===== config.mk =====
export PLATFORM = sky130hd
export DESIGN_NAME = hub_mode_ctrl
export DESIGN_NICKNAME = d
export VERILOG_FILES = /design/src/hub_mode_pkg.sv /design/src/hub_mode_ctrl.sv
export SDC_FILE = /design/constraint.sdc
export NUM_CORES = 1
export LEC_CHECK = 0
export ABC_CLOCK_PERIOD_IN_PS = 4100
export BUFFER_PORTS_ARGS = -buffer_cell sky130_fd_sc_hd__buf_2
export CAP_MARGIN = 0
export CORE_MARGIN = 2
export CORE_UTILIZATION = 45
export CTS_CLUSTER_DIAMETER = 200
export CTS_CLUSTER_SIZE = 20
export DETAILED_ROUTE_END_ITERATION = 10
export PLACE_DENSITY = 0.71
export SLEW_MARGIN = 20
export SYNTH_ARGS = -nofsm -noshare
export SYNTH_HDL_FRONTEND = slang
export SYNTH_SLANG_ARGS = --single-unit

===== constraint.sdc =====
create_clock -name i_clk -period 4.1 [get_ports i_clk]
set_input_delay 1.025 -clock i_clk [delete_from_list [all_inputs] [get_ports i_clk]]
set_output_delay 1.025 -clock i_clk [all_outputs]
set_load 0.01 [all_outputs]

===== src/hub_mode_pkg.sv =====
// Purpose: constants and types for the hub standby/operating mode control and port map
// Assumes: one 250 MHz clock from the internal pll, reset input active low
// Notes:   mapping tables are fixed; no software reaches any of this
//
// How it works
// [RL1] reset input low means standby, high means hub operation.
// [RL2] standby: everything idle except reset watch, ports floated, pll stopped.
// [RL3] entering standby disables downstream ports and aborts transactions immediately.
// [RL4] standby returns registers to defaults; configuration must reload after release.
// [RL5] standby removes core power for lowest power state.
// [RL6] with reset high the hub walks through its operating sub-stages.
// [RL7] silicon holds six usb3 phys and seven usb2 phys, physically numbered.
// [RL8] host sees logical numbering through a fixed remap of physical numbers.
// [RL9] each port setting is applied against physical or logical numbering as declared.
// [RL10] usb2 map: 0-0, 1-1, 4-2, 2-3, 3-5 logical to physical.
// [RL11] usb3 map: 0-0, 1A-1, 1B-2, 2A-3, 2B-4, 3-5.
// [RL12] on release: reset logic, let pll lock, load configuration defaults.
// [RL13] release of reset is synchronised before standby is left.
package hub_mode_pkg;

  // ==========================================================
  // phy counts and port numbering
  localparam int NUM_U3_PHY   = 6;
  localparam int NUM_U2_PHY   = 7;
  localparam int NUM_LOG_PORT = 5;
  localparam int NUM_U3_LANE  = 2;
  localparam int PORT_W       = 3;

  typedef logic [PORT_W-1:0] port_num_t;

  // ==========================================================
  // fixed remap tables, indexed by logical port
  localparam port_num_t U2_MAP [NUM_LOG_PORT] = '{3'h0, 3'h1, 3'h3, 3'h5, 3'h2};
  // lane a, lane b; single-lane ports repeat the same phy, port 4 has no usb3
  localparam port_num_t U3_MAP_A [NUM_LOG_PORT] = '{3'h0, 3'h1, 3'h3, 3'h5, 3'h7};
  localparam port_num_t U3_MAP_B [NUM_LOG_PORT] = '{3'h0, 3'h2, 3'h4, 3'h5, 3'h7};
  localparam logic [NUM_LOG_PORT-1:0] U3_PRESENT = 5'h0f;
  localparam logic [NUM_LOG_PORT-1:0] U3_TWO_LANE = 5'h06;

  // ==========================================================
  // timing
  localparam int CLK_MHZ        = 250;
  localparam int PLL_LOCK_NS    = 1000;
  localparam int PLL_LOCK_CYC   = (PLL_LOCK_NS * CLK_MHZ + 999) / 1000;
  localparam int LOCK_CNT_W     = 12;

  // ==========================================================
  // operating stages
  typedef enum logic [2:0] {
    ST_STANDBY,
    ST_PLL_WAIT,
    ST_CFG_LOAD,
    ST_ATTACH,
    ST_NORMAL
  } hub_stage_e;

  typedef struct packed {
    logic core_pwr_en;
    logic pll_run;
    logic ports_drive;
    logic xact_enable;
    logic cfg_load;
  } hub_ctrl_s;

  localparam hub_ctrl_s CTRL_STANDBY = '{default: 1'b0};

endpackage


===== src/hub_mode_ctrl.sv =====
// Purpose: standby/hub mode sequencing and logical-to-physical port lookup
// Assumes: i_reset_n is the system reset pin, asynchronous to i_clk
// Notes:   sub-stage progress after config load is handed off by firmware strobes
`timescale 1ns/1ps

module hub_mode_ctrl
  import hub_mode_pkg::*;
#(
  parameter int LOCK_CYC = PLL_LOCK_CYC
) (
  // clock and reset pin
  input  wire logic                    i_clk,
  input  wire logic                    i_reset_n,
  // pll and configuration handshake
  input  wire logic                    i_pll_locked,
  input  wire logic                    i_cfg_done,
  input  wire logic                    i_host_attached,
  input  wire logic                    i_soft_disconnect,
  // port setting lookup
  input  wire logic [PORT_W-1:0]       i_set_port,
  input  wire logic                    i_set_is_logical,
  input  wire logic [NUM_LOG_PORT-1:0] i_ds_port_en,
  // mode outputs
  output logic                         o_standby,
  output hub_ctrl_s                    o_ctrl,
  output hub_stage_e                   o_stage,
  output logic [NUM_U2_PHY-1:0]        o_u2_phy_en,
  output logic [NUM_U3_PHY-1:0]        o_u3_phy_en,
  output logic [PORT_W-1:0]            o_set_u2_phy,
  output logic [PORT_W-1:0]            o_set_u3_phy_a,
  output logic [PORT_W-1:0]            o_set_u3_phy_b
);

  // refuse lock waits the counter cannot reach, at elaboration
  if (LOCK_CYC < 1 || LOCK_CYC >= (1 << LOCK_CNT_W)) begin : g_bad_lock_cyc
    $error("LOCK_CYC out of range");
  end

  // ==========================================================
  // reset release synchroniser
  logic rst_meta_r;
  logic rst_sync_r;

  // assertion is immediate, release passes two flops
  always_ff @(posedge i_clk or negedge i_reset_n) begin
    if (!i_reset_n) begin
      rst_meta_r <= 1'b0; // RL13
      rst_sync_r <= 1'b0;
    end else begin
      rst_meta_r <= 1'b1;
      rst_sync_r <= rst_meta_r; // RL13
    end
  end

  // ==========================================================
  // stage machine
  hub_stage_e                stage_r;
  hub_stage_e                stage_nxt;
  logic [LOCK_CNT_W-1:0]     lock_cnt_r;
  logic                      lock_done;

  assign lock_done = (lock_cnt_r == LOCK_CYC[LOCK_CNT_W-1:0]) && i_pll_locked;

  always_comb begin
    stage_nxt = stage_r;
    unique case (stage_r)
      ST_STANDBY:  if (rst_sync_r) stage_nxt = ST_PLL_WAIT; // RL1
      ST_PLL_WAIT: if (lock_done) stage_nxt = ST_CFG_LOAD; // RL12
      ST_CFG_LOAD: if (i_cfg_done) stage_nxt = ST_ATTACH; // RL6
      ST_ATTACH:   if (i_host_attached && !i_soft_disconnect) stage_nxt = ST_NORMAL; // RL6
      ST_NORMAL:   if (i_soft_disconnect) stage_nxt = ST_ATTACH; // RL6
    endcase
  end

  // async reset puts everything back to defaults in one step
  always_ff @(posedge i_clk or negedge i_reset_n) begin
    if (!i_reset_n) begin
      stage_r <= ST_STANDBY; // RL1 RL4
    end else if (!rst_sync_r) begin
      stage_r <= ST_STANDBY;
    end else begin
      stage_r <= stage_nxt;
    end
  end

  // pll lock wait counter restarts on every standby exit
  always_ff @(posedge i_clk or negedge i_reset_n) begin
    if (!i_reset_n) begin
      lock_cnt_r <= '0;
    end else if (stage_r != ST_PLL_WAIT) begin
      lock_cnt_r <= '0;
    end else if (lock_cnt_r != LOCK_CYC[LOCK_CNT_W-1:0]) begin
      lock_cnt_r <= lock_cnt_r + 1'b1; // RL12
    end
  end

  // ==========================================================
  // mode control outputs
  always_ff @(posedge i_clk or negedge i_reset_n) begin
    if (!i_reset_n) begin
      o_ctrl    <= CTRL_STANDBY; // RL2 RL5
      o_standby <= 1'b1;
      o_stage   <= ST_STANDBY;
    end else begin
      o_standby           <= (stage_nxt == ST_STANDBY) || !rst_sync_r;
      o_stage             <= rst_sync_r ? stage_nxt : ST_STANDBY;
      o_ctrl.core_pwr_en  <= rst_sync_r; // RL5
      o_ctrl.pll_run      <= rst_sync_r; // RL2
      o_ctrl.cfg_load     <= rst_sync_r && (stage_nxt == ST_CFG_LOAD); // RL4 RL12
      o_ctrl.ports_drive  <= rst_sync_r && (stage_nxt != ST_STANDBY); // RL2
      o_ctrl.xact_enable  <= rst_sync_r && (stage_nxt == ST_NORMAL); // RL3
    end
  end

  // ==========================================================
  // phy enables from logical port enables
  logic [NUM_U2_PHY-1:0] u2_en;
  logic [NUM_U3_PHY-1:0] u3_en;
  logic                  run_ok;

  assign run_ok = rst_sync_r && (stage_nxt == ST_NORMAL || stage_nxt == ST_ATTACH);

  always_comb begin
    u2_en = '0;
    u3_en = '0;
    for (int lp = 0; lp < NUM_LOG_PORT; lp++) begin
      if (i_ds_port_en[lp] || lp == 0) begin
        u2_en[U2_MAP[lp]] = 1'b1; // RL8 RL10
        if (U3_PRESENT[lp]) begin
          u3_en[U3_MAP_A[lp]] = 1'b1; // RL11
          u3_en[U3_MAP_B[lp]] = 1'b1;
        end
      end
    end
  end

  always_ff @(posedge i_clk or negedge i_reset_n) begin
    if (!i_reset_n) begin
      o_u2_phy_en <= '0; // RL3
      o_u3_phy_en <= '0;
    end else begin
      o_u2_phy_en <= run_ok ? u2_en : '0; // RL3 RL7
      o_u3_phy_en <= run_ok ? u3_en : '0;
    end
  end

  // ==========================================================
  // per-setting port number translation
  port_num_t lk_u2;
  port_num_t lk_a;
  port_num_t lk_b;

  always_comb begin
    lk_u2 = i_set_port;
    lk_a  = i_set_port;
    lk_b  = i_set_port;
    if (i_set_is_logical) begin
      if (i_set_port < NUM_LOG_PORT[PORT_W-1:0]) begin
        lk_u2 = U2_MAP[i_set_port]; // RL9
        lk_a  = U3_MAP_A[i_set_port];
        lk_b  = U3_MAP_B[i_set_port];
      end else begin
        lk_u2 = 3'h7;
        lk_a  = 3'h7;
        lk_b  = 3'h7;
      end
    end
  end

  always_ff @(posedge i_clk or negedge i_reset_n) begin
    if (!i_reset_n) begin
      o_set_u2_phy   <= '0;
      o_set_u3_phy_a <= '0;
      o_set_u3_phy_b <= '0;
    end else begin
      o_set_u2_phy   <= lk_u2; // RL9
      o_set_u3_phy_a <= lk_a;
      o_set_u3_phy_b <= lk_b;
    end
  end

  // ==========================================================
  // checks
  chk_standby_ports: assert property (@(posedge i_clk) disable iff (!i_reset_n)
    !rst_sync_r |=> (o_u2_phy_en == '0) && !o_ctrl.ports_drive && !o_ctrl.pll_run) // RL2
    else $error("ports or pll active in standby");
  chk_standby_xact: assert property (@(posedge i_clk) disable iff (!i_reset_n)
    !rst_sync_r |=> !o_ctrl.xact_enable && (o_u3_phy_en == '0)) // RL3
    else $error("transactions alive in standby");
  chk_core_power: assert property (@(posedge i_clk) disable iff (!i_reset_n)
    o_ctrl.core_pwr_en == $past(rst_sync_r)) // RL5
    else $error("core power not following mode");
  chk_release_sync: assert property (@(posedge i_clk) disable iff (!i_reset_n)
    $rose(rst_sync_r) |-> $past(rst_meta_r) && stage_r == ST_STANDBY) // RL13
    else $error("release not synchronised");
  chk_mode_select: assert property (@(posedge i_clk) disable iff (!i_reset_n)
    stage_r == ST_STANDBY && rst_sync_r |=> stage_r == ST_PLL_WAIT) // RL1
    else $error("hub mode not entered");
  chk_lock_wait: assert property (@(posedge i_clk) disable iff (!i_reset_n)
    stage_r == ST_CFG_LOAD && $past(stage_r) == ST_PLL_WAIT
      |-> $past(lock_cnt_r) == LOCK_CYC[LOCK_CNT_W-1:0]) // RL12
    else $error("config load before pll lock time");
  chk_cfg_defaults: assert property (@(posedge i_clk) disable iff (!i_reset_n)
    stage_r == ST_ATTACH && $past(stage_r) == ST_CFG_LOAD |-> $past(i_cfg_done)) // RL4
    else $error("attach without configuration reload");
  chk_u2_map: assert property (@(posedge i_clk) disable iff (!i_reset_n)
    i_set_is_logical && i_set_port == 3'h4 |=> o_set_u2_phy == 3'h2) // RL10
    else $error("usb2 remap wrong");
  chk_u3_map: assert property (@(posedge i_clk) disable iff (!i_reset_n)
    i_set_is_logical && i_set_port == 3'h2 |=> o_set_u3_phy_a == 3'h3 && o_set_u3_phy_b == 3'h4) // RL11
    else $error("usb3 remap wrong");
  chk_phys_pass: assert property (@(posedge i_clk) disable iff (!i_reset_n)
    !i_set_is_logical |=> o_set_u2_phy == $past(i_set_port)) // RL9
    else $error("physical setting altered");
  chk_upstream_on: assert property (@(posedge i_clk) disable iff (!i_reset_n)
    stage_r == ST_NORMAL && rst_sync_r && $past(rst_sync_r) |=> o_u2_phy_en[0]) // RL8 RL6
    else $error("upstream phy off in normal mode");
  chk_standby_flag: assert property (@(posedge i_clk) disable iff (!i_reset_n)
    !rst_sync_r |=> o_standby) // RL1
    else $error("standby flag low in standby");
  chk_stage_mirror: assert property (@(posedge i_clk) disable iff (!i_reset_n)
    o_stage == stage_r) // RL6
    else $error("stage output differs from stage");
  chk_cfg_load_only: assert property (@(posedge i_clk) disable iff (!i_reset_n)
    o_ctrl.cfg_load |-> stage_r == ST_CFG_LOAD) // RL12
    else $error("config load outside load stage");
  chk_xact_normal: assert property (@(posedge i_clk) disable iff (!i_reset_n)
    o_ctrl.xact_enable |-> stage_r == ST_NORMAL) // RL3
    else $error("transactions outside normal stage");
  chk_u3_unused: assert property (@(posedge i_clk) disable iff (!i_reset_n)
    i_set_is_logical && i_set_port == 3'h4 |=> o_set_u3_phy_a == 3'h7) // RL11
    else $error("usb3 map given for usb2-only port");
  chk_pll_hold: assert property (@(posedge i_clk) disable iff (!i_reset_n)
    stage_r == ST_PLL_WAIT && !i_pll_locked |=> stage_r != ST_CFG_LOAD) // RL12
    else $error("config load without pll lock");
  chk_soft_disc: assert property (@(posedge i_clk) disable iff (!i_reset_n)
    stage_r == ST_NORMAL && i_soft_disconnect && rst_sync_r |=> stage_r == ST_ATTACH) // RL6
    else $error("soft disconnect ignored");
  chk_phy_idle_early: assert property (@(posedge i_clk) disable iff (!i_reset_n)
    (stage_r == ST_PLL_WAIT || stage_r == ST_CFG_LOAD) |-> o_u2_phy_en == '0) // RL3
    else $error("phys enabled before attach");

endmodule


== Word level (Yosys, flattened, before mapping) ==
Memory sizes are Yosys's and may differ from the RTL's.
Cells that the tools add are included.

* Bitwise gates (word level): 1
* Muxes and demuxes: 29
* Reductions and logical operators: 14
* Order comparisons: 2
* Eq/ne operators: 10
* Add/sub/neg operators: 1

{| class="wikitable"
|+ Operator list
! operator !! count
|-
| 2-to-1 mux 3 bit || 18
|-
| 2-to-1 mux 12 bit || 2
|-
| one-hot mux 3 bit (5 select lines) || 1
|-
| adder 12 x 1 -> 12 bit, second input constant || 1
|-
| equality test 12 x 8 -> 1 bit, second input constant || 1
|-
| equality test 3 x 2 -> 1 bit, second input constant || 4
|-
| 2-to-1 mux 6 bit || 2
|-
| != test 12 x 8 -> 1 bit, second input constant || 1
|-
| equality test 3 bit, second input constant || 2
|-
| logical AND 1 bit || 6
|-
| logical NOT 3 bit || 2
|-
| >= comparator 4 bit, second input constant || 1
|-
| 2-to-1 mux 1 bit || 4
|-
| 2-to-1 mux 2 bit || 2
|-
| inverter 3 -> 4 bit || 1
|-
| equality test 3 x 1 -> 1 bit, second input constant || 1
|-
| < comparator 3 bit, second input constant || 1
|-
| != test 3 x 1 -> 1 bit, second input constant || 1
|-
| nonzero test 3 bit || 1
|-
| logical NOT 1 bit || 2
|-
| logical OR 1 bit || 2
|-
| nonzero test 2 bit || 1
|}

* Input bits: 15
* Flip-flop bits (word level): 43
* Memories kept: 3
* Output and inout port bits: 31
* Logic and storage cells: 74
* ROM bits: 72

{| class="wikitable"
|+ Memory list
! memory !! depth !! bits a word !! rd ports !! clocked after Yosys merged registers in !! wr ports !! RTL line !! RTL
|-
| (no name shown) || 8 || 3 || 1 || 0 || 0 || hub_mode_ctrl.sv:161 || <nowiki>lk_b = U3_MAP_B[i_set_port];</nowiki>
|-
| (no name shown) || 8 || 3 || 1 || 0 || 0 || hub_mode_ctrl.sv:160 || <nowiki>lk_a = U3_MAP_A[i_set_port];</nowiki>
|-
| (no name shown) || 8 || 3 || 1 || 0 || 0 || hub_mode_ctrl.sv:159 || <nowiki>lk_u2 = U2_MAP[i_set_port];</nowiki>
|}

== Logic depth before layout (Yosys ltp) ==
Gate-level depths: netlist of run 1.

* Word-level depth: 8
* Mapped depth: 7
* Depth with buffers taken out: 7

== Worst setup path after synthesis of run 1 ==
No wires, ideal clock.

* Kind: in2reg
* From: input i_soft_disconnect
* To: register o_u2_phy_en[2]
* Library setup time: 0.129 ns
* Path buffers: 0
* Arrival: 1.983 ns
* Setup slack: 1.988 ns
* Stages: 5
* Required time: 3.971 ns
* Cells stage by stage: or2_1 -> a21o_1 -> a222oi_1 -> a211o_2 -> a21boi_1

* Cells in the longest elaborated chain, start to end: 8
* Elaborated cells between the ends (all ways): 10
* Classes of those cells: eq/ne: 2; mux: 4; reduce/logical: 4

{| class="wikitable"
|+ Ends and longest elaborated chain
! item !! RTL line !! RTL
|-
| from (decl) || hub_mode_ctrl.sv:18 || <nowiki>input wire logic i_soft_disconnect,</nowiki>
|-
| logical NOT 1 bit || hub_mode_ctrl.sv:70 || <nowiki>ST_ATTACH: if (i_host_attached && !i_soft_disconnect) stage_nxt = ST_NORMAL;</nowiki>
|-
| logical AND 1 bit || hub_mode_ctrl.sv:70 ||
|-
| 2-to-1 mux 3 bit || hub_mode_ctrl.sv:70 ||
|-
| one-hot mux 3 bit (5 select lines) * || hub_mode_ctrl.sv:66 || <nowiki>unique case (stage_r)</nowiki>
|-
| equality test 3 bit / equality test 3 x 2 -> 1 bit (equally long branches) || hub_mode_ctrl.sv:121 || <nowiki>assign run_ok = rst_sync_r && (stage_nxt == ST_NORMAL || stage_nxt == ST_ATTACH);</nowiki>
|-
| logical OR 1 bit * || hub_mode_ctrl.sv:121 ||
|-
| logical AND 1 bit * || hub_mode_ctrl.sv:121 ||
|-
| 2-to-1 mux 6 bit * || hub_mode_ctrl.sv:142 || <nowiki>o_u2_phy_en <= run_ok ? u2_en : '0;</nowiki>
|-
| to (signal assigned) || hub_mode_ctrl.sv:142 ||
|-
| to (decl) || hub_mode_ctrl.sv:27 || <nowiki>output logic [NUM_U2_PHY-1:0] o_u2_phy_en,</nowiki>
|}

Mark *: on every way between the ends. The rest lies on a longest branch, timed or not.
A chain may end at the register's enable or synchronous reset.

== Worst setup path in the final report of run 1 ==
* From: register lock_cnt_r[0]
* To: register o_u2_phy_en[2]

* Cells in the longest elaborated chain, start to end: 8
* Elaborated cells between the ends (all ways): 9
* Classes of those cells: eq/ne: 3; mux: 3; reduce/logical: 3

{| class="wikitable"
|+ Ends and longest elaborated chain
! item !! RTL line !! RTL
|-
| from (decl) || hub_mode_ctrl.sv:59 || <nowiki>logic [LOCK_CNT_W-1:0] lock_cnt_r;</nowiki>
|-
| from (signal assigned) || hub_mode_ctrl.sv:93 || <nowiki>lock_cnt_r <= lock_cnt_r + 1'b1;</nowiki>
|-
| equality test 12 x 8 -> 1 bit * || hub_mode_ctrl.sv:62 || <nowiki>assign lock_done = (lock_cnt_r == LOCK_CYC[LOCK_CNT_W-1:0]) && i_pll_locked;</nowiki>
|-
| logical AND 1 bit * || hub_mode_ctrl.sv:62 ||
|-
| 2-to-1 mux 3 bit * || hub_mode_ctrl.sv:68 || <nowiki>ST_PLL_WAIT: if (lock_done) stage_nxt = ST_CFG_LOAD;</nowiki>
|-
| one-hot mux 3 bit (5 select lines) * || hub_mode_ctrl.sv:66 ||
|-
| equality test 3 bit / equality test 3 x 2 -> 1 bit (equally long branches) || hub_mode_ctrl.sv:121 ||
|-
| logical OR 1 bit * || hub_mode_ctrl.sv:121 ||
|-
| logical AND 1 bit * || hub_mode_ctrl.sv:121 ||
|-
| 2-to-1 mux 6 bit * || hub_mode_ctrl.sv:142 ||
|}

Marked as above.

==> Implementation_results.wiki, run 1 <==
{| class="wikitable"
! Metric !! Value
|-
| Run status || completed
|-
| Final routed wirelength across all metal layers || 2.72 mm
|-
| Number of enable flip-flop cells after synthesis || 0
|-
| Part of the Yosys area used for sequential elements || 0.555
|-
| Max frequency || approximately 470 MHz
|-
| Clock Tree Root || sky130_fd_sc_hd__clkbuf_4
|-
| Antenna-violating nets left || 0
|-
| Total CTS buffers || 5
|-
| Critical Path, Cell by Cell || inv_1, ha_1, nor4b_2, nand4_2, a222oi_1, a211o_2, a21boi_1
|-
| Clock latency reported for the late side of the worst-skew pair || 0.33 ns
|-
| Largest net degree at the start of global routing || 36
|-
| Vias per Instance || 5.00
|-
| Grt met1 use || 0.171
|-
| Area of the mapped netlist || between 1500 and 2000 sq um
|-
| Count of boundary I/O pins || 46
|-
| Synthesis-to-layout area growth || 15.3%
|-
| Area of the placeable core || 3360 sq um
|-
| Number of diodes || 0
|-
| Count of buffers added by post-CTS timing repair for setup || 0
|-
| Top fanout value on the critical path || 6
|-
| Category of cells accounting for the largest share of critical-path delay || compound AO/OA/AOI/OAI gates
|-
| Pins Over Slew Limit || 0
|-
| Delay contributed by the slowest stage of the critical path || between 0.5 and 0.6 ns
|-
| Met2 usage in global routing || 0.265
|-
| CP startpoint kind || flop
|-
| DR iter-0 viols || 31
|-
| Effective utilization at floorplan || 0.469
|-
| Synth unique cells || 39
|-
| Antenna violations before repair || 0
|-
| Number of levels in the clock H-tree || 2
|-
| Avg Cell Area, Syn || 10.5 sq um
|-
| Global-route wire length before repair || 4.81 mm
|-
| Endpoint kind of the worst setup timing path || flop
|-
| Count of final hold-check violations || 0
|-
| Final count of negative-setup-slack endpoints || 0
|-
| Number of rows in the core area || 21
|-
| Summed negative setup slack over all endpoints || 0 ns
|-
| Post-DR wirelength/cell || approximately 12 microns
|-
| Final-stage net count || roughly 210
|-
| Detailed-route via count || ~1,200
|-
| Die outline width || 63.2 microns
|-
| Total number of clock tree sinks || 35
|-
| Req. time, crit path || 4.31 ns
|-
| Final routed DRC violation total || 0
|-
| Clock tree buffer depth || 2
|-
| Sum of buffers and inverters on the critical path || 1
|-
| Worst relative slew slack || 0.521
|-
| GRT busiest layer || met2
|-
| Y dimension of the die || 63.2 microns
|-
| Cells resized by post-CTS repair || 0
|-
| IR drop worst, VDD || 0.195 mV
|-
| First drt pass iteration count || 4
|-
| Clock-pin slew on the worst setup and hold paths || 0.10 ns
|-
| Final estimated routing congestion in global placement || 0.817
|-
| Number of instances in the synthesized netlist || about 150
|-
| Number of violations of the max-capacitance limit || 0
|-
| Minimum period implied by the final worst setup slack || 2.12 ns
|-
| Met3 Track Usage GR || 0.0661
|-
| Overall global routing resource usage || 0.157
|-
| Transition at the pin with the smallest max-transition slack || slightly above 0.7 ns
|-
| WS Path Type || flop to flop
|-
| Hold buffer count at cts || 0
|-
| Post-synth top flop || sky130_fd_sc_hd__dfrtp_1
|-
| Slowest library cell on the worst path || sky130_fd_sc_hd__a222oi_1
|-
| Setup skew after layout || 0.00747 ns
|-
| Worst hold slack || 0.363 ns
|-
| Final HPWL DP || 2.01 mm
|-
| Area enclosed by the die boundary || 4000 sq um
|-
| Power per cell area || between 300 and 400 nW/um^2
|-
| Number of global-route vias before repair || 1,159
|-
| Share of cells above drive strength 1 || 0.293
|-
| Final Cycle Share || 0.517
|-
| Leakage || a little over 0.9 nW
|-
| Asr flop ratio synth || 1.00
|-
| Setup repair after global routing missed its margin || no
|-
| GRT overflow || 0
|-
| CP arrival || 2.33 ns
|-
| Hold/Removal Path Class || flop to flop
|-
| Power consumption || 0.653 mW
|-
| Quantity of I/O buffers inserted on ports || 42
|-
| CTS tree || built
|-
| Synth Warn # || 0
|-
| Flip-flop and latch count after synthesis || 35
|}
## path summary, 6_finish.rpt
path,cells after the start,slack (ns),end,from
max reg2reg,7,1.98,o_u2_phy_en[2],lock_cnt_r[0]
min reg2reg,0,0.36,rst_sync_r,rst_meta_r
min in group asynchronous,1,0.73,lock_cnt_r[5],i_reset_n
max,7,1.98,o_u2_phy_en[2],lock_cnt_r[0]
min,0,0.36,rst_sync_r,rst_meta_r
max in group asynchronous,1,2.90,o_set_u3_phy_a[2],i_reset_n
## flip-flops by register name (all words and copies together), names as in the netlist
register,cells
lock_cnt_r,12
o_ctrl,4
o_set_u2_phy,2
o_set_u3_phy_a,3
o_set_u3_phy_b,3
o_stage,3
o_standby,1
o_u2_phy_en,2
o_u3_phy_en,3
rst_meta_r,1
rst_sync_r,1
## routing by layer
metal | wire length [microns] | up-vias
met5 | 0 | -
met4 | 33 | 0
met3 | 178 | 2
met2 | 1370 | 28
met1 | 1130 | 566
li1 | - | 573
## stage by stage
stage          worst slack, ns  instances  utilization  cell area, sq um
2_1_floorplan             1.99        152            -              1580
3_3_place_gp              1.75        227        0.525              1760
3_5_place_dp              1.71        227        0.525              1760
4_1_cts                   1.99        234        0.541              1820
5_1_grt                   1.79        234        0.541              1820
6_report                  1.98        234        0.541              1820
## cell usage after synthesis (all sizes together) (5+ instances only)
cell     n  area [sq um]
nor2    11          41.3
a21boi   5          37.5
a21oi    9          45.0
buf     10          75.1
nand2   12          45.0
inv      9          33.8
o21ai    5          25.0
dfrtp   34           851
## kinds of logic (layout without fill, tap and decap cells)
group | count (synthesis) | in the layout | share of synthesized area
compound gates | 31 | 31 | 0.128
xor+xnor | 7 | 7 | 0.0388
fa+ha+maj | 2 | 2 | 0.0158
buf+inv | 22 | 58 | 0.0761
flops | 35 | 35 | 0.555
other cells | 2 | 3 | 0.00476
simple gates | 52 | 52 | 0.181
## power by group
part / internal, mW / switching (mW)
registers: 0.363 / 0.0142
clock network: 0.0794 / 0.108
logic: 0.0388 / 0.0506
## layout make-up
class	instances	area (sq um)
Fill cell	326	1540
Sequential cell	35	877
Multi-Input combinational cell	95	586
Timing Repair Buffer	42	210
Tap cell	46	57.6
Clock buffer	6	51.3
Inverter	9	33.8
Clock inverter	1	5.00
## placed cells by master, fill, tap and decap left out, types with 2 or more instances in the layout
master / n
sky130_fd_sc_hd__nor3_1: 2
sky130_fd_sc_hd__a21oi_1: 9
sky130_fd_sc_hd__nand4_1: 3
sky130_fd_sc_hd__nand2_1: 12
sky130_fd_sc_hd__buf_2: 42
sky130_fd_sc_hd__inv_1: 9
sky130_fd_sc_hd__xnor2_1: 3
sky130_fd_sc_hd__ha_1: 2
sky130_fd_sc_hd__nor2_1: 11
sky130_fd_sc_hd__a21boi_1: 4
sky130_fd_sc_hd__o22ai_1: 2
sky130_fd_sc_hd__or3_1: 4
sky130_fd_sc_hd__clkbuf_4: 5
sky130_fd_sc_hd__o21ai_0: 5
sky130_fd_sc_hd__a211oi_1: 2
sky130_fd_sc_hd__nand3_1: 4
sky130_fd_sc_hd__a21o_1: 4
sky130_fd_sc_hd__dfrtp_1: 34
sky130_fd_sc_hd__conb_1: 3
sky130_fd_sc_hd__nand2b_1: 4
sky130_fd_sc_hd__xor2_1: 4
Note: power is estimated with default switching activity, not from simulation.
==> inputs of run 2 (changes only) <==
--- a/config.mk
+++ b/config.mk
@@ -5,7 +5,8 @@
 export SDC_FILE = /design/constraint.sdc
 export NUM_CORES = 1
 export LEC_CHECK = 0
-export ABC_CLOCK_PERIOD_IN_PS = 4100
+export ABC_AREA = 1
+export ABC_CLOCK_PERIOD_IN_PS = 2200
 export BUFFER_PORTS_ARGS = -buffer_cell sky130_fd_sc_hd__buf_2
 export CAP_MARGIN = 0
 export CORE_MARGIN = 2
@@ -13,7 +14,7 @@
 export CTS_CLUSTER_DIAMETER = 200
 export CTS_CLUSTER_SIZE = 20
 export DETAILED_ROUTE_END_ITERATION = 10
-export PLACE_DENSITY = 0.71
+export PLACE_DENSITY = 0.7
 export SLEW_MARGIN = 20
 export SYNTH_ARGS = -nofsm -noshare
 export SYNTH_HDL_FRONTEND = slang
==> constraint.sdc (replaced) <==
create_clock -name i_clk -period 2.2 [get_ports i_clk]
set_input_delay 0.55 -clock i_clk [delete_from_list [all_inputs] [get_ports i_clk]]
set_output_delay 0.55 -clock i_clk [all_outputs]
set_load 0.01 [all_outputs]
==> run 2 against run 1 <==
Core utilization grew 0.21 points. Critical path depth is the same. Wire length grew 8.4%. Synthesized cell count grew 30%. Register-to-register slack lost 1.3 ns. Count of clock-buffer cells in the layout shrank 1. First-iteration DRC count grew 35%. Via count grew 17%. Critical path type unchanged. Final cell count grew 21%. Sequential share of layout area shrank 3.4 points.
==> Implementation_results.wiki, run 2 <==
{| class="wikitable"
! Metric !! Value
|-
| DR iter-0 viols || 42
|-
| Clock Tree Root || sky130_fd_sc_hd__clkbuf_8
|-
| Total number of clock tree sinks || 35
|-
| Antenna-violating nets left || 0
|-
| Clock-pin slew on the worst setup and hold paths || 0.07 ns
|-
| Final routed DRC violation total || 0
|-
| Post-DR wirelength/cell || 10.4 microns
|-
| Synthesis-to-layout area growth || 18.1%
|-
| Power per cell area || 908 nW/um^2
|-
| Total CTS buffers || 5
|-
| Number of instances in the synthesized netlist || 197
|-
| IR drop worst, VDD || 0.626 mV
|-
| Vias per Instance || 4.83
|-
| Most area-hungry cell type in the Yosys netlist || sky130_fd_sc_hd__dfrtp_1
|-
| Number of cells on the worst reg-to-reg path || 7
|-
| Number of diodes || 0
|-
| Avg Cell Area, Syn || 8.42 sq um
|-
| Final HPWL DP || roughly 2.2 mm
|-
| Worst relative slew slack || 0.514
|-
| Delay contributed by the slowest stage of the critical path || 0.46 ns
|-
| Number of global-route vias before repair || 1,232
|-
| Synth unique cells || 24
|-
| Count of fill cells added during filler insertion || 336
|-
| Minimum period implied by the final worst setup slack || between 1.5 and 2 ns
|-
| Final Cycle Share || 0.699
|-
| Number of rows in the core area || 22
|-
| CP startpoint kind || flop
|-
| Summed negative setup slack over all endpoints || 0 ns
|-
| Slowest library cell on the worst path || sky130_fd_sc_hd__dfrtp_1
|-
| Count of buffers added by post-CTS timing repair for setup || 0
|-
| Clock tree buffer depth || 2
|-
| Flip-flop and latch count after synthesis || 35
|-
| Asr flop ratio synth || 1.00
|-
| Number of flip-flops under the largest register name || 12
|-
| Post-synth top flop || sky130_fd_sc_hd__dfrtp_1
|-
| Final count of negative-setup-slack endpoints || 0
|-
| Leakage || 1.04 nW
|-
| Commonest cells after routing, fill and taps aside || sky130_fd_sc_hd__buf_2, sky130_fd_sc_hd__nand2_1, sky130_fd_sc_hd__dfrtp_1
|-
| First drt pass iteration count || 4
|-
| Final routed wirelength across all metal layers || 2.94 mm
|-
| Antenna violations before repair || 0
|-
| Hold/Removal Path Class || input pin to async pin
|-
| Run status || completed
|-
| Register name with the most flops || lock_cnt_r
|-
| Number of violations of the max-capacitance limit || 0
|-
| Area of the placeable core || 3610 sq um
|-
| Largest net degree at the start of global routing || 36
|-
| Max frequency || roughly 650 MHz
|-
| Final estimated routing congestion in global placement || 0.867
|-
| R2R Path End || o_ctrl[0]
|-
| Global-route wire length before repair || about 5.2 mm
|-
| Quantity of I/O buffers inserted on ports || 42
|-
| Count of boundary I/O pins || 46
|-
| Req. time, crit path || 2.42 ns
|-
| Hold buffer count at cts || 0
|-
| Top Registers || lock_cnt_r (12), o_ctrl (4)
|-
| Clock latency reported for the late side of the worst-skew pair || 0.29 ns
|-
| Area of the mapped netlist || between 1500 and 2000 sq um
|-
| Part of the Yosys area used for sequential elements || 0.529
|-
| CTS tree || built
|-
| Area enclosed by the die boundary || 4190 sq um
|-
| Setup slack on the worst flop-to-flop path || 0.66 ns
|-
| Overall global routing resource usage || 0.163
|-
| Synth Warn # || 0
|-
| Top fanout value on the critical path || 11
|-
| Post-route core utilization || 0.543
|-
| Leading cell type in the layout, fill and taps excluded || sky130_fd_sc_hd__buf_2
|-
| Pins Over Slew Limit || 0
|-
| Number of enable flip-flop cells after synthesis || 0
|-
| Setup repair after global routing missed its margin || no
|-
| Transition at the pin with the smallest max-transition slack || 0.730 ns
|-
| GRT overflow || 0
|-
| Endpoint kind of the worst setup timing path || flop
|-
| WS Path Type || flop to flop
|-
| List of most frequent post-synthesis cells || sky130_fd_sc_hd__nand2_1, sky130_fd_sc_hd__dfrtp_1, sky130_fd_sc_hd__inv_1
|-
| Detailed-route via count || 1,372
|-
| Count of final hold-check violations || 0
|-
| Share of cells above drive strength 1 || 0.258
|-
| Top post-synthesis cells by area || sky130_fd_sc_hd__dfrtp_1, sky130_fd_sc_hd__nand2_1, sky130_fd_sc_hd__inv_1
|-
| Number of levels in the clock H-tree || 2
|-
| Origin of the critical flop-to-flop path || o_stage[2]
|-
| Cells resized by post-CTS repair || 0
|-
| Effective utilization at floorplan || 0.460
|-
| Yosys top cell area share || 0.513
|-
| Y dimension of the die || 64.7 microns
|-
| Die outline width || 64.7 microns
|-
| Critical Path, Cell by Cell || nor2_2, nand2_2, inv_1, nand4_1, nand2_1, nand3_1, nor2_1
|-
| CP arrival || between 1.5 and 2 ns
|-
| Final-stage net count || between 200 and 300
|-
| Setup skew after layout || 0.00556 ns
|-
| Most frequent cell after synthesis || sky130_fd_sc_hd__nand2_1
|}
run 2: cells by family after synthesis:
kind of cell	after synthesis	share of synthesized area
DFF	35	0.529
AOI/OAI and AO/OA	30	0.101
adders and majority gates	2	0.0151
other	2	0.00453
and+or+nand+nor	88	0.235
buffers and inverters	40	0.115
run 2: power by group:
part	switching (mW)	total (mW)	internal (mW)
clock	0.228	0.565	0.337
sequential	0.0589	0.767	0.708
combinational	0.293	0.447	0.154
run 2: per-stage QoR:
step                      hold WS, ns  instances  cell area, sq um  setup WS (ns)  power, mW
after floorplan                 0.254        198              1660          0.909       1.11
after global placement          0.333        276              1850          0.656       1.22
after detailed placement        0.335        276              1850          0.666       1.23
after CTS                       0.350        284              1960          0.640       1.80
after global routing            0.360        284              1960          0.527       1.91
final                           0.323        284              1960          0.663       1.78
run 2: routing by layer:
metal / track usage / up-vias / part of all wire
met5: 0 / - / 0
met4: 0.0771 / 0 / 0.021
met3: 0.0486 / 5 / 0.047
met2: 0.265 / 36 / 0.46
met1: 0.199 / 639 / 0.47
li1: - / 692 / -
run 2: how the worst max path moves through the flow:
stage	startpoint	to	slack, ns	cells past startpoint
after floorplan	lock_cnt_r[0]	lock_cnt_r[2]	0.91	11
after global placement	o_stage[2]	o_ctrl[0]	0.66	7
after detailed placement	o_stage[2]	o_ctrl[0]	0.67	7
after CTS	o_stage[2]	o_ctrl[0]	0.64	7
after global routing	lock_cnt_r[0]	lock_cnt_r[10]	0.53	6
final	o_stage[2]	o_ctrl[0]	0.66	7
run 2: final cells by class:
| type | count | area (sq um) | area share |
|---|---|---|---|
| clock inverters | 3 | 43.8 | 0.0223 |
| clock buffers | 5 | 68.8 | 0.0351 |
| flip-flops and latches | 35 | 877 | 0.448 |
| inverters | 28 | 105 | 0.0536 |
| multi-input cells | 123 | 594 | 0.303 |
| repair buffers | 42 | 210 | 0.107 |
| well taps | 48 | 60.1 | 0.0307 |
run 2: critical path: cells and delay by family, from the launching register on:
kind / cells / cell delay [ns]
AND/OR/NAND/NOR: 6 / 0.73
flip-flops: 1 / 0.46
buffers and inverters: 1 / 0.28
